===== config.mk =====
export PLATFORM = sky130hd
export DESIGN_NAME = scan_command_and_clock_divider
export DESIGN_NICKNAME = d
export VERILOG_FILES = /design/src/logic/scan_cmd_pkg.sv /design/src/logic/clock_divider.sv /design/src/logic/scan_command_and_clock_divider.sv
export VERILOG_INCLUDE_DIRS = /design/src /design/src/logic
export SDC_FILE = /design/constraint.sdc
export NUM_CORES = 1
export LEC_CHECK = 0
export BUFFER_PORTS_ARGS = -buffer_cell sky130_fd_sc_hd__clkbuf_2
export CAP_MARGIN = 30
export CORE_UTILIZATION = 57
export DETAILED_ROUTE_END_ITERATION = 6
export GPL_TIMING_DRIVEN = 0
export PLACE_DENSITY = 0.82
export SETUP_SLACK_MARGIN = 0.3
export SYNTH_ARGS = -nofsm -noshare
export SYNTH_HDL_FRONTEND = slang
export SYNTH_SLANG_ARGS = --single-unit

===== constraint.sdc =====
create_clock -name core_clk -period 3.95 [get_ports core_clk]
set_clock_uncertainty 0.1 [all_clocks]
set_input_delay 0.395 -clock core_clk [delete_from_list [all_inputs] [get_ports core_clk]]
set_output_delay 0.395 -clock core_clk [all_outputs]
set_load 0.01 [all_outputs]

===== src/logic/scan_cmd_regs.svh =====
// Summary of operation
// - Idle code stops motor, finishes line.
// - Code 010 feeds motor backward continuously.
// - Code 011 resets pointers, then scans.
// - Code 101 feeds forward programmed lines.
// - Code 110 feeds backward programmed lines.
// - Standby bit one enters low power.
// - Standby stops external DRAM refresh.
// - Reset bit one then zero resets.
// - Soft reset halts external DRAM refresh.
// - Master clock divided; converter clock eighth.
`ifndef SCAN_CMD_REGS_SVH
`define SCAN_CMD_REGS_SVH

`define CMD_REG_INDEX 8'h07
`define DIV_REG_INDEX 8'h08
`define STATUS_REG_INDEX 8'h10
`define CMD_REG_ADDR 8'h1c
`define DIV_REG_ADDR 8'h20
`define STATUS_REG_ADDR 8'h40

`define CMD_RESET 8'h00
`define DIV_RESET 8'h00

`define CMD_CODE_LSB 0
`define CMD_CODE_MSB 2
`define CMD_STANDBY_BIT 4
`define CMD_SOFT_RESET_BIT 5
`define DIV_FIELD_LSB 0
`define DIV_FIELD_MSB 5

`define CODE_IDLE 3'h0
`define CODE_FEED_FWD 3'h1
`define CODE_FEED_REV 3'h2
`define CODE_START_SCAN 3'h3
`define CODE_PROG_FWD 3'h5
`define CODE_PROG_REV 3'h6

`define XTAL_HZ 48000000
`define ADC_PER_MCLK 3'h7

`define RESP_OKAY 2'h0
`define RESP_SLVERR 2'h2

`endif


===== src/logic/scan_cmd_pkg.sv =====
`default_nettype none
package scan_cmd_pkg;

    typedef enum logic [2:0] {
        ST_IDLE,
        ST_FEED_FWD,
        ST_FEED_REV,
        ST_SCAN,
        ST_PROG_FWD,
        ST_PROG_REV,
        ST_PROG_DONE
    } engine_state_t;

    typedef struct packed {
        logic run;
        logic reverse;
        logic phasesLow;
    } motor_ctrl_t;

    typedef struct packed {
        logic mclkTick;
        logic adcTick;
    } clock_ticks_t;

endpackage
`default_nettype wire


===== src/logic/clock_divider.sv =====
`timescale 1ns/1ps
`default_nettype none
`include "scan_cmd_regs.svh"

module clock_divider (
    input wire logic core_clk,
    input wire logic rst_n,
    input wire logic enable,
    input wire logic [5:0] ratioField,
    output scan_cmd_pkg::clock_ticks_t ticks
);

    // The ratio is kept in half steps, so the half-integer ratios need no second clock.
    logic [7:0] accReg;
    logic [2:0] adcCountReg;
    logic mclkTickReg;
    logic adcTickReg;
    logic [7:0] halfSteps;
    logic [7:0] accSum;

    // Each tick has a single owner process; the struct only bundles them for the port.
    assign ticks = '{mclkTick: mclkTickReg, adcTick: adcTickReg};
    assign halfSteps = {2'h0, ratioField} + 8'h02;
    assign accSum = accReg + 8'h02;

    always_ff @(posedge core_clk or negedge rst_n) begin
        if (!rst_n) begin
            accReg <= 8'h00;
            mclkTickReg <= 1'b0;
        end else if (!enable) begin
            accReg <= 8'h00;
            mclkTickReg <= 1'b0;
        end else if (accSum >= halfSteps) begin
            accReg <= accSum - halfSteps;
            mclkTickReg <= 1'b1;
        end else begin
            accReg <= accSum;
            mclkTickReg <= 1'b0;
        end
    end

    always_ff @(posedge core_clk or negedge rst_n) begin
        if (!rst_n) begin
            adcCountReg <= 3'h0;
            adcTickReg <= 1'b0;
        end else if (!enable) begin
            adcCountReg <= 3'h0;
            adcTickReg <= 1'b0;
        end else if (mclkTickReg) begin
            adcCountReg <= adcCountReg + 3'h1;
            adcTickReg <= (adcCountReg == `ADC_PER_MCLK);
        end else begin
            adcTickReg <= 1'b0;
        end
    end

endmodule
`default_nettype wire


===== src/logic/scan_command_and_clock_divider.sv =====
// The implementer's own choice: the AXI4-Lite interface to the registers.
`timescale 1ns/1ps
`default_nettype none
`include "scan_cmd_regs.svh"

module scan_command_and_clock_divider #(
    parameter int ADDR_W = 8,
    parameter int LINE_W = 16
) (
    input wire logic core_clk,
    input wire logic rst_n,
    input wire logic [ADDR_W-1:0] awaddr,
    input wire logic awvalid,
    output logic awready,
    input wire logic [31:0] wdata,
    input wire logic [3:0] wstrb,
    input wire logic wvalid,
    output logic wready,
    output logic [1:0] bresp,
    output logic bvalid,
    input wire logic bready,
    input wire logic [ADDR_W-1:0] araddr,
    input wire logic arvalid,
    output logic arready,
    output logic [31:0] rdata,
    output logic [1:0] rresp,
    output logic rvalid,
    input wire logic rready,
    input wire logic [LINE_W-1:0] programmedLines,
    input wire logic feedLineTick,
    output scan_cmd_pkg::motor_ctrl_t motor,
    output logic scanEnable,
    output logic pointerReset,
    output logic feedDone,
    output logic refreshEnable,
    output logic standbyActive,
    output logic engineHeld,
    output logic softResetPulse,
    output scan_cmd_pkg::clock_ticks_t ticks
);

    // Decodes a byte address into a register select: 0 none, 1 command, 2 divider,
    // 3 status.
    function automatic logic [1:0] regSel(input logic [ADDR_W-1:0] addr);
        logic [1:0] sel;
        sel = 2'h0;
        if (addr == ADDR_W'(`CMD_REG_ADDR)) begin
            sel = 2'h1;
        end else if (addr == ADDR_W'(`DIV_REG_ADDR)) begin
            sel = 2'h2;
        end else if (addr == ADDR_W'(`STATUS_REG_ADDR)) begin
            sel = 2'h3;
        end
        return sel;
    endfunction

    logic [7:0] cmdReg;
    logic [7:0] divReg;
    logic [ADDR_W-1:0] wAddrReg;
    logic [31:0] wDataReg;
    logic [3:0] wStrbReg;
    logic haveAddrReg;
    logic haveDataReg;
    logic cmdWritePulseReg;
    logic [LINE_W-1:0] lineCountReg;
    scan_cmd_pkg::engine_state_t stateReg;
    scan_cmd_pkg::engine_state_t stateNext;

    logic doWrite;
    logic [1:0] wSel;
    logic [1:0] rSel;
    logic [2:0] cmdCode;
    logic standbyBit;
    logic resetBit;
    logic halted;

    assign doWrite = haveAddrReg && haveDataReg && !bvalid;
    assign wSel = regSel(wAddrReg);
    assign rSel = regSel(araddr);
    assign cmdCode = cmdReg[`CMD_CODE_MSB:`CMD_CODE_LSB];
    assign standbyBit = cmdReg[`CMD_STANDBY_BIT];
    assign resetBit = cmdReg[`CMD_SOFT_RESET_BIT];
    assign halted = standbyBit || resetBit;

    // Address and data are captured separately, so the master may offer them in either order.
    always_ff @(posedge core_clk or negedge rst_n) begin
        if (!rst_n) begin
            haveAddrReg <= 1'b0;
            wAddrReg <= '0;
            awready <= 1'b0;
        end else if (awvalid && awready) begin
            haveAddrReg <= 1'b1;
            wAddrReg <= awaddr;
            awready <= 1'b0;
        end else if (doWrite) begin
            haveAddrReg <= 1'b0;
            awready <= 1'b0;
        end else begin
            awready <= !haveAddrReg && !bvalid;
        end
    end

    always_ff @(posedge core_clk or negedge rst_n) begin
        if (!rst_n) begin
            haveDataReg <= 1'b0;
            wDataReg <= 32'h0000_0000;
            wStrbReg <= 4'h0;
            wready <= 1'b0;
        end else if (wvalid && wready) begin
            haveDataReg <= 1'b1;
            wDataReg <= wdata;
            wStrbReg <= wstrb;
            wready <= 1'b0;
        end else if (doWrite) begin
            haveDataReg <= 1'b0;
            wready <= 1'b0;
        end else begin
            wready <= !haveDataReg && !bvalid;
        end
    end

    always_ff @(posedge core_clk or negedge rst_n) begin
        if (!rst_n) begin
            bvalid <= 1'b0;
            bresp <= `RESP_OKAY;
        end else if (doWrite) begin
            bvalid <= 1'b1;
            bresp <= (wSel == 2'h1 || wSel == 2'h2) ? `RESP_OKAY : `RESP_SLVERR;
        end else if (bready) begin
            bvalid <= 1'b0;
        end
    end

    // Only byte lane 0 carries register bits; other lanes are accepted and dropped.
    always_ff @(posedge core_clk or negedge rst_n) begin
        if (!rst_n) begin
            cmdReg <= `CMD_RESET;
            cmdWritePulseReg <= 1'b0;
        end else if (doWrite && wSel == 2'h1 && wStrbReg[0]) begin
            cmdReg <= wDataReg[7:0];
            cmdWritePulseReg <= 1'b1;
        end else begin
            cmdWritePulseReg <= 1'b0;
        end
    end

    always_ff @(posedge core_clk or negedge rst_n) begin
        if (!rst_n) begin
            divReg <= `DIV_RESET;
        end else if (doWrite && wSel == 2'h2 && wStrbReg[0]) begin
            divReg <= wDataReg[7:0];
        end
    end

    always_ff @(posedge core_clk or negedge rst_n) begin
        if (!rst_n) begin
            arready <= 1'b0;
            rvalid <= 1'b0;
            rdata <= 32'h0000_0000;
            rresp <= `RESP_OKAY;
        end else if (arvalid && arready) begin
            arready <= 1'b0;
            rvalid <= 1'b1;
            rresp <= (rSel == 2'h0) ? `RESP_SLVERR : `RESP_OKAY;
            case (rSel)
                2'h1: begin
                    rdata <= {24'h00_0000, cmdReg};
                end
                2'h2: begin
                    rdata <= {24'h00_0000, divReg};
                end
                2'h3: begin
                    rdata <= {24'h00_0000, refreshEnable, feedDone, scanEnable,
                        motor.run, motor.reverse, stateReg};
                end
                default: begin
                    rdata <= 32'h0000_0000;
                end
            endcase
        end else if (rvalid) begin
            if (rready) begin
                rvalid <= 1'b0;
            end
        end else begin
            arready <= 1'b1;
        end
    end

    // A code is acted on only in the cycle after it is written; software need not pass through idle
    // between commands, as a repeated write of code 101 or 110 still reloads the line count and starts afresh.
    always_comb begin
        stateNext = stateReg;
        if (halted) begin
            stateNext = scan_cmd_pkg::ST_IDLE;
        end else if (cmdWritePulseReg) begin
            case (cmdCode)
                `CODE_FEED_FWD: begin
                    stateNext = scan_cmd_pkg::ST_FEED_FWD;
                end
                `CODE_FEED_REV: begin
                    stateNext = scan_cmd_pkg::ST_FEED_REV;
                end
                `CODE_START_SCAN: begin
                    stateNext = scan_cmd_pkg::ST_SCAN;
                end
                `CODE_PROG_FWD: begin
                    stateNext = (programmedLines == '0) ? scan_cmd_pkg::ST_PROG_DONE
                        : scan_cmd_pkg::ST_PROG_FWD;
                end
                `CODE_PROG_REV: begin
                    stateNext = (programmedLines == '0) ? scan_cmd_pkg::ST_PROG_DONE
                        : scan_cmd_pkg::ST_PROG_REV;
                end
                default: begin
                    stateNext = scan_cmd_pkg::ST_IDLE;
                end
            endcase
        end else if ((stateReg == scan_cmd_pkg::ST_PROG_FWD
                || stateReg == scan_cmd_pkg::ST_PROG_REV)
                && feedLineTick && lineCountReg == LINE_W'(1)) begin
            stateNext = scan_cmd_pkg::ST_PROG_DONE;
        end
    end

    always_ff @(posedge core_clk or negedge rst_n) begin
        if (!rst_n) begin
            stateReg <= scan_cmd_pkg::ST_IDLE;
        end else begin
            stateReg <= stateNext;
        end
    end

    always_ff @(posedge core_clk or negedge rst_n) begin
        if (!rst_n) begin
            lineCountReg <= '0;
        end else if (cmdWritePulseReg) begin
            lineCountReg <= programmedLines;
        end else if (feedLineTick && lineCountReg != '0) begin
            lineCountReg <= lineCountReg - LINE_W'(1);
        end
    end

    // Phases go low as soon as motion ends; the scan engine sees scanEnable fall and is left
    // to finish the line it is on.
    always_ff @(posedge core_clk or negedge rst_n) begin
        if (!rst_n) begin
            motor <= '{run: 1'b0, reverse: 1'b0, phasesLow: 1'b1};
        end else begin
            case (stateNext)
                scan_cmd_pkg::ST_FEED_FWD, scan_cmd_pkg::ST_PROG_FWD: begin
                    motor <= '{run: 1'b1, reverse: 1'b0, phasesLow: 1'b0};
                end
                scan_cmd_pkg::ST_FEED_REV, scan_cmd_pkg::ST_PROG_REV: begin
                    motor <= '{run: 1'b1, reverse: 1'b1, phasesLow: 1'b0};
                end
                scan_cmd_pkg::ST_SCAN: begin
                    motor <= '{run: 1'b1, reverse: 1'b0, phasesLow: 1'b0};
                end
                default: begin
                    motor <= '{run: 1'b0, reverse: 1'b0, phasesLow: 1'b1};
                end
            endcase
        end
    end

    always_ff @(posedge core_clk or negedge rst_n) begin
        if (!rst_n) begin
            pointerReset <= 1'b0;
            scanEnable <= 1'b0;
        end else begin
            pointerReset <= stateNext == scan_cmd_pkg::ST_SCAN
                && stateReg != scan_cmd_pkg::ST_SCAN;
            scanEnable <= stateReg == scan_cmd_pkg::ST_SCAN
                && stateNext == scan_cmd_pkg::ST_SCAN;
        end
    end

    always_ff @(posedge core_clk or negedge rst_n) begin
        if (!rst_n) begin
            feedDone <= 1'b0;
        end else begin
            feedDone <= stateNext == scan_cmd_pkg::ST_PROG_DONE;
        end
    end

    // Refresh stops outright; a long standby or reset can lose the buffer contents.
    always_ff @(posedge core_clk or negedge rst_n) begin
        if (!rst_n) begin
            refreshEnable <= 1'b0;
            standbyActive <= 1'b0;
            engineHeld <= 1'b0;
        end else begin
            refreshEnable <= !halted;
            standbyActive <= standbyBit;
            engineHeld <= resetBit;
        end
    end

    always_ff @(posedge core_clk or negedge rst_n) begin
        if (!rst_n) begin
            softResetPulse <= 1'b0;
        end else begin
            softResetPulse <= cmdWritePulseReg && !resetBit && engineHeld;
        end
    end

    clock_divider divider (
        .core_clk(core_clk),
        .rst_n(rst_n),
        .enable(!standbyBit),
        .ratioField(divReg[`DIV_FIELD_MSB:`DIV_FIELD_LSB]),
        .ticks(ticks)
    );

endmodule
`default_nettype wire

=== After elaboration in Yosys (flattened, before gate mapping) ===
Index checks and enable logic that the tools add are counted.

* Register bits after elaboration: 119
* Bits of input ports: 76
* Output and inout bits: 53

* $add $sub $neg: 5
* Order comparisons: 1
* Equal/unequal tests: 29
* Mux-type cells: 41
* Reduce and logical (&&, ||, !) cells: 36

{| class="wikitable"
|+ Operator list
! operator !! number
|-
| two-way mux 16 bit || 2
|-
| equality test 3 bit, second input constant || 8
|-
| case mux 8 bit (3 select lines) || 1
|-
| two-way mux 2 bit || 10
|-
| two-way mux 1 bit || 19
|-
| logical AND 1 bit || 18
|-
| equality test 16 x 1 -> 1 bit, second input constant || 1
|-
| equality test 8 x 5 -> 1 bit, second input constant || 2
|-
| equality test 8 x 6 -> 1 bit, second input constant || 2
|-
| equality test 8 x 7 -> 1 bit, second input constant || 2
|-
| logical NOT 16 bit || 1
|-
| two-way mux 8 bit || 2
|-
| nonzero test 16 bit || 1
|-
| subtractor 16 x 1 -> 16 bit, second input constant || 1
|-
| equality test 3 x 2 -> 1 bit, second input constant || 5
|-
| two-way mux 3 bit || 5
|-
| case mux 3 bit (5 select lines) || 1
|-
| nonzero test 2 bit || 5
|-
| adder 8 x 2 -> 8 bit, second input constant || 1
|-
| greater-or-equal comparator 8 bit || 1
|-
| subtractor 8 bit || 1
|-
| adder 6 x 2 -> 7 bit, second input constant || 1
|-
| equality test 2 bit, second input constant || 3
|-
| equality test 3 x 1 -> 1 bit, second input constant || 2
|-
| other kinds (10) || 17
|}

=== Logic depth before layout (Yosys ltp) ===
Gate-level depths: netlist of run 1.

* Depth in word-level cells: 10
* Mapped depth: 10
* Gate-level depth less buffers: 10

=== Cells and area by module ===
From an unflattened synthesis of run 1, not the netlist that was laid out.

* Cell total of the unflattened synthesis: 460
* Area total of the unflattened synthesis: 4893.4 µm²

{| class="wikitable"
|+ By module, submodules not included
! module !! instances !! cells each !! area each (µm²)
|-
| scan_command_and_clock_divider || 1 || 343 || 3796.1
|-
| clock_divider || 1 || 117 || 1097.3
|}

=== Worst setup path after synthesis of run 1 ===
Ideal clock, no wire load.

* Path type: reg2reg
* Start: register divider.accReg[1]
* End: register divider.accReg[0]
* Library setup time: 0.082 ns
* Arrival: 2.168 ns
* Data required time: 3.768 ns
* Setup slack: 1.599 ns
* Cell stages (with the launch flop): 10
* Period minus slack after synthesis: 2.351 ns
* Cell sequence: dfrtp_1 -> ha_1 -> xor2_1 -> ha_1 -> o21ai_0 -> a21oi_1 -> o31ai_1 -> nor2b_1 -> nand2_1 -> o22ai_1

* Longest elaborated chain between the ends: 4

{| class="wikitable"
|+ RTL lines
! element !! line !! RTL
|-
| from (decl) || clock_divider.sv:14 || <nowiki>logic [7:0] accReg;</nowiki>
|-
| from (signal assigned) || clock_divider.sv:34 || <nowiki>accReg <= accSum - halfSteps;</nowiki>
|-
| from (signal assigned) || clock_divider.sv:37 || <nowiki>accReg <= accSum;</nowiki>
|-
| adder 8 x 2 -> 8 bit || clock_divider.sv:24 || <nowiki>assign accSum = accReg + 8'h02;</nowiki>
|-
| greater-or-equal comparator 8 bit || clock_divider.sv:33 || <nowiki>end else if (accSum >= halfSteps) begin</nowiki>
|-
| two-way mux 8 bit || clock_divider.sv:33 ||
|-
| two-way mux 8 bit || clock_divider.sv:30 || <nowiki>end else if (!enable) begin</nowiki>
|}

No other way between the ends.
A chain may end at the register's enable or synchronous reset.

=== Worst setup path in the final report of run 1 ===
Same ends and word-level chain as after synthesis.

==> impl_metrics.tcl, run 1 <==
set metrics [dict create \
    die_area_sq_mm 0.00863 \
    synth_common_cells "dfrtp_1, nand2_1, mux2_2" \
    rr_worst_depth 9 \
    grt_antenna_before_repair 0 \
    power_mw 3.37 \
    arrival_ps 2950 \
    drc_errors 0 \
    status "complete, no violations" \
    period_share 0.702 \
    fin_tns_setup_ps 0 \
    yosys.area.top_type "dfrtp_1" \
    worstReg2RegStart "divider.accReg[1]$_DFF_PN0_" \
    grt-ovfl-total 0 \
    hold_viol 0 \
    critical-path-max-stage-delay_ps 450 \
    dr.pass1.iters 5 \
    cts_tree "built" \
    grt_pass1_vias 3489 \
    tightest_slew_ps 877 \
    vdd_drop_max_v 0.000364 \
    synth-seq-cells 93 \
    die_h_um 92.9 \
    synth_area_leaders "dfrtp_1, mux2_2, buf_4" \
    ys.warnings.count 0 \
    maxCapViolCount 0 \
    ys_seq_area_frac 0.494 \
    postPlaceCellArea_sq_mm 0.00534 \
    cts.htree.levels 3 \
    gp_congestion 0.849 \
    comb_power_share 0.390 \
    finalSetupViolCount 0 \
    num-nets-final 642 \
    maxSlewHeadroom 0.406 \
    min_path_cells 2 \
    p_seq_frac 0.440 \
    swShare 0.377 \
    io-pin-count 129 \
    postSynthCellCount 438 \
    grt_usage 0.236 \
    min-delay-start "bready" \
    cp_max_fo 6 \
    setup_slack_ps 1180 \
    finalMaxSlewViolations 0 \
    yosysUniqueCellTypes 56 \
    design_area_sq_mm 0.00552 \
    synth_top_area_frac 0.489 \
    path_clk_slew_ps 90 \
    insertedDiodeCount 0 \
    clock_latency_ps 360 \
    drt_iter0_drc 188 \
    vias 3586 \
    crit_chain "ha_1 -> xor2_1 -> ha_1 -> o21ai_0 -> a21oi_1 -> o31ai_1 -> nor2b_1 -> nand2_1 -> o22ai_1" \
    grt_pass1_wl_mm 15.8 \
    synth-async-reset-ratio 1.00 \
    cts_buffers 9 \
    area_delta_synth_final_pct 17.2 \
    portBuffers 75 \
    cts_setup_buffers 0 \
    wl_per_cell_um 14.4 \
    clock_path_buffers 2 \
    drive_gt1_frac 0.305 \
    clkPwrFrac 0.170 \
    start_util 0.600 \
    dp_slack_ps 1220 \
    crit_top_cell "ha_1" \
    die_width_um 92.9 \
    syn_area_per_cell_sq_um 10.8 \
    crit_start "divider.accReg[1]$_DFF_PN0_" \
    clkSinkCount 93 \
    vias_per_cell 5.46 \
    coreArea_sq_mm 0.00785 \
    p_int_mw 2.10 \
    hp-class "in -> reg" \
    cts_root_buf "clkbuf_8" \
    cp-start-kind "flip-flop" \
    grt_max_degree 62 \
    crit_path_top_delay_cell "dfrtp_1" \
    cts_resized 0 \
    critical_path_class "reg -> reg" \
    clock.fmax_mhz 361 \
    period_minus_slack_ps 2770 \
    switchingPower_mw 1.27 \
    synth-edff-count 0 \
    rows 32 \
    rsz0062_at_grt "no" \
    hpwl_mm 7.11 \
    post-route-util 0.703 \
    p_leak_nw 2.65 \
    ant_nets 0 \
    drt-total-wl_mm 9.48 \
    crit_path_end_kind "flip-flop" \
    pwr_density_cell_mw_per_mm2 611 \
    synth.most_common_cell "dfrtp_1" \
    syn_area_sq_mm 0.00471 \
    crit_required_ps 4130 \
    ys.flop_type "dfrtp_1" \
]
[final cells by class]
class | count | area (sq um)
Buffer | 39 | 295
Clock buffer | 9 | 124
Clock inverter | 6 | 48.8
Fill cell | 603 | 2330
Inverter | 16 | 60.1
Multi-Input combinational cell | 315 | 2120
Sequential cell | 93 | 2330
Tap cell | 102 | 128
Timing Repair Buffer | 77 | 415
[stage by stage]
step	instances	hold slack, ps
finish	657	100
global route	657	92.9
CTS	657	90.6
detailed placement	641	273
global placement	640	271
floorplan	463	-0.591
[routing by layer]
layer	vias up	global-route usage	wire length (um)
met5	-	0	0
met4	0	0.124	268
met3	20	0.0369	483
met2	130	0.384	4510
met1	1711	0.305	4220
li1	1725	-	-
[flip-flops by register name, indices dropped and copies added (netlist names), 8 cells and up]
name,count
cmdReg,8
divReg,8
divider.accReg,8
lineCountReg,16
rdata,8
wAddrReg,8
wDataReg,8
[worst paths after layout]
path / to / slack [ps]
setup / recovery: divider.accReg[0]$_DFFE_PN0P_ / 1180
hold / removal: bvalid$_DFFE_PN0P_ / 100
setup reg to reg: divider.accReg[0]$_DFFE_PN0P_ / 1180
hold reg to reg: standbyActive$_DFF_PN0_ / 290
max in group asynchronous: lineCountReg[4]$_DFFE_PN0P_ / 2650
min in group asynchronous: divider.adcCountReg[2]$_DFFE_PN0P_ / 460
[placed cells by master (no fill, tap or decap), types with 4 or more instances in the layout]
cell and count:
a222oi_1 8, clkbuf_1 6, o21ai_0 28, and3_1 5, xnor2_1 9, xor2_1 20, a21o_1 4, nor4_1 6
nand4_1 9, clkbuf_2 74, nor2b_1 5, nor3_1 6, clkbuf_8 10, o21ai_1 7, inv_1 16, nand3_1 15
dfrtp_1 92, ha_1 14, a21oi_1 5, conb_1 26, nand4b_1 5, nor2_1 28, nand2_1 42, mux2_2 33
buf_4 28
[power by group through the flow]
stage | logic [mW] | clock network [mW] | registers [mW]
floorplan | 1.00 | 0 | 1.45
global placement | 1.24 | 0 | 1.48
detailed placement | 1.31 | 0 | 1.50
CTS | 1.32 | 0.587 | 1.48
global route | 1.48 | 0.627 | 1.52
finish | 1.32 | 0.572 | 1.48
[cells by family (layout without fill, tap and decap cells)]
kind of cell             Yosys count  count (layout)  share of synthesized area
other                              1              26                   0.000796
AO/OA/AOI/OAI                     69              69                     0.0951
multiplexers                      35              35                     0.0832
flip-flops                        93              93                      0.494
buffers and inverters             55             147                     0.0754
adder cells (fa/ha/maj)           15              15                     0.0414
AND/OR/NAND/NOR                  141             141                      0.156
XOR/XNOR                          29              29                     0.0539
[worst max-delay path, delay by kind of cell (launching register included)]
family	cells	cell delay, ps
AOI/OAI and AO/OA	4	820
adders and majority gates	2	580
and+or+nand+nor	2	510
DFF	1	450
xor gates and xnor gates	1	230
[repair_timing]
| item | in CTS | in global routing |
|---|---|---|
| hold buffers | 1 | 0 |
| endpoints found under the setup margin | 0 | 0 |
| hold endpoints to repair | 31 | 0 |
Power figures use the tool's default switching activity.
==> run 2: changes to the inputs <==
--- a/config.mk
+++ b/config.mk
@@ -8,10 +8,10 @@
 export LEC_CHECK = 0
 export BUFFER_PORTS_ARGS = -buffer_cell sky130_fd_sc_hd__clkbuf_2
 export CAP_MARGIN = 30
-export CORE_UTILIZATION = 57
+export CORE_UTILIZATION = 53
 export DETAILED_ROUTE_END_ITERATION = 6
 export GPL_TIMING_DRIVEN = 0
-export PLACE_DENSITY = 0.82
+export PLACE_DENSITY = 0.77
 export SETUP_SLACK_MARGIN = 0.3
 export SYNTH_ARGS = -nofsm -noshare
 export SYNTH_HDL_FRONTEND = slang
==> constraint.sdc (replaced) <==
create_clock -name core_clk -period 2.8 [get_ports core_clk]
set_clock_uncertainty 0.1 [all_clocks]
set_input_delay 0.28 -clock core_clk [delete_from_list [all_inputs] [get_ports core_clk]]
set_output_delay 0.28 -clock core_clk [all_outputs]
set_load 0.01 [all_outputs]
==> run 2 against run 1 <==
Combinational power rose by 61%. Highest routed layer unchanged. Die area up 7.4%. Wire length grew 3.9%. Worst hold slack got worse by 87 ps. Sequential power rose by 41%. Clock power is 64% higher. Fmax increased by 13%. Register-to-register slack got worse by 830 ps. Non-clock buffer count grew 14. Critical path depth is 1 lower.
==> impl_metrics.tcl, run 2 (synthesized netlist as in run 1, its figures left out) <==
set metrics [dict create \
    gp_congestion 0.832 \
    grt_max_degree 62 \
    die_width_um 96.3 \
    portBuffers 75 \
    comb_power_share 0.413 \
    io-pin-count 129 \
    fin_tns_setup_ps 0 \
    clock_latency_ps 360 \
    die_area_sq_mm 0.00927 \
    whs_ps 13.7 \
    finalMaxSlewViolations 0 \
    instances_no_fill 678 \
    post-place-cells 647 \
    cp_max_fo 10 \
    crit_path_end_kind "flip-flop" \
    grt_antenna_before_repair 0 \
    regMostFlops "lineCountReg" \
    period_share 0.876 \
    critical_path_class "reg -> reg" \
    hold_viol 0 \
    drc_errors 0 \
    p_leak_nw 2.75 \
    crit_required_ps 2950 \
    grt_pass1_vias 3450 \
    rsz0062_at_grt "yes" \
    p_int_mw 3.27 \
    vias_per_cell 5.35 \
    wl_per_cell_um 14.5 \
    coreArea_sq_mm 0.00868 \
    wl_met3_um 434 \
    route.layer.met1.wl_mm 4.37 \
    cts_root_buf "clkbuf_8" \
    vias 3630 \
    cts.htree.levels 3 \
    ant_nets 0 \
    vdd_drop_max_v 0.000443 \
    wl_met2_mm 4.89 \
    largest_register_ffs 16 \
    die_h_um 96.3 \
    mostFrequentLayoutCell "dfrtp_1" \
    hp-class "in -> reg" \
    drive_gt1_frac 0.340 \
    tightest_slew_ps 999 \
    maxCapViolCount 0 \
    swShare 0.364 \
    pwr_density_cell_mw_per_mm2 897 \
    clock.fmax_mhz 408 \
    grt_pass1_wl_mm 15.8 \
    rows 34 \
    drt-total-wl_mm 9.85 \
    drt_iter0_drc 198 \
    arrival_ps 2600 \
    start_util 0.543 \
    maxSlewHeadroom 0.323 \
    num-nets-final 656 \
    switchingPower_mw 1.87 \
    insertedDiodeCount 0 \
    power_mw 5.15 \
    cts_tree "built" \
    cp-start-kind "flip-flop" \
    final_cell_mix "dfrtp_1, clkbuf_2, nand2_1" \
    dr.pass1.iters 4 \
    top_layer "met4" \
    clkSinkCount 93 \
    clkPwrFrac 0.182 \
    grt_usage 0.225 \
    status "complete, no violations" \
    hpwl_mm 7.05 \
    period_minus_slack_ps 2450 \
    path_clk_slew_ps 100 \
    cts_buffers 9 \
    finalSetupViolCount 0 \
    grt-ovfl-total 0 \
    p_seq_frac 0.405 \
    area_delta_synth_final_pct 21.8 \
    clock_path_buffers 2 \
]
[run 2: cell types whose count changed in the layout (fill, tap and decap cells not counted), moves of 2 or more]
cell	before	now
ha_1	14	11
ha_2	0	2
dlygate4sd3_1	1	3
clkinvlp_4	3	1
nor2_2	1	3
nor2_1	28	26
buf_4	28	40
[run 2: stage by stage]
stage                     cell area [sq um]  worst slack, ps   util
after floorplan                        4800              449      -
after global placement                 5310              193  0.612
after detailed placement               5340             94.6  0.616
after CTS                              5610              304  0.647
after global routing                   5740              244  0.661
final                                  5740              347  0.661
[run 2: final cells by class]
type / instances / area [sq um]
buffer: 39 / 295
clock buffer: 11 / 141
clock inverter: 5 / 63.8
fill: 697 / 2940
inverter: 16 / 60.1
multi-input combinational: 315 / 2190
sequential: 93 / 2330
tap: 108 / 135
timing repair buffer: 91 / 526
[run 2: worst paths after layout]
check / from / to / slack, ps / cells after the start
min in group asynchronous: rst_n / rresp[1]$_DFFE_PN0P_ / 330 / 2
setup reg to reg: lineCountReg[3]$_DFFE_PN0P_ / lineCountReg[7]$_DFFE_PN0P_ / 350 / 8
hold reg to reg: cmdReg[4]$_DFFE_PN0P_ / standbyActive$_DFF_PN0_ / 290 / 0
max in group asynchronous: rst_n / divReg[1]$_DFFE_PN0P_ / 1610 / 3
hold / removal: awvalid / awready$_DFF_PN0_ / 10 / 2
setup / recovery: lineCountReg[3]$_DFFE_PN0P_ / lineCountReg[7]$_DFFE_PN0P_ / 350 / 8
[run 2: what timing repair did]
| action | CTS | global route |
|---|---|---|
| endpoints found under the setup margin | 10 | 36 |
| hold endpoints to repair | 33 | 0 |
| gates resized for setup | 6 | 10 |
| pin swaps | 2 | 9 |
| hold buffers | 3 | 0 |
| setup buffers | 2 | 10 |
[run 2: metal layers]
metal / global-route usage / vias up
met1: 0.290 / 1759
met4: 0.0858 / 0
met3: 0.0379 / 15
met2: 0.380 / 104
li1: - / 1752
met5: 0 / -
[run 2: power by group through the flow]
| stage | clock network [mW] | registers, mW | logic [mW] |
|---|---|---|---|
| 2_1_floorplan | 0 | 2.04 | 1.41 |
| 3_3_place_gp | 0 | 2.08 | 1.75 |
| 3_5_place_dp | 0 | 2.11 | 1.84 |
| 4_1_cts | 0.953 | 2.08 | 1.94 |
| 5_1_grt | 1.02 | 2.13 | 2.37 |
| 6_report | 0.937 | 2.08 | 2.12 |
[run 2: worst max-delay path: stages (launching register included)]
cell	delay, ps
dfrtp_1	400
or4_4	550
or3_4	350
o31a_1	290
buf_6	140
buf_8	140
nand3_1	100
xor2_1	190
o21ai_1	80
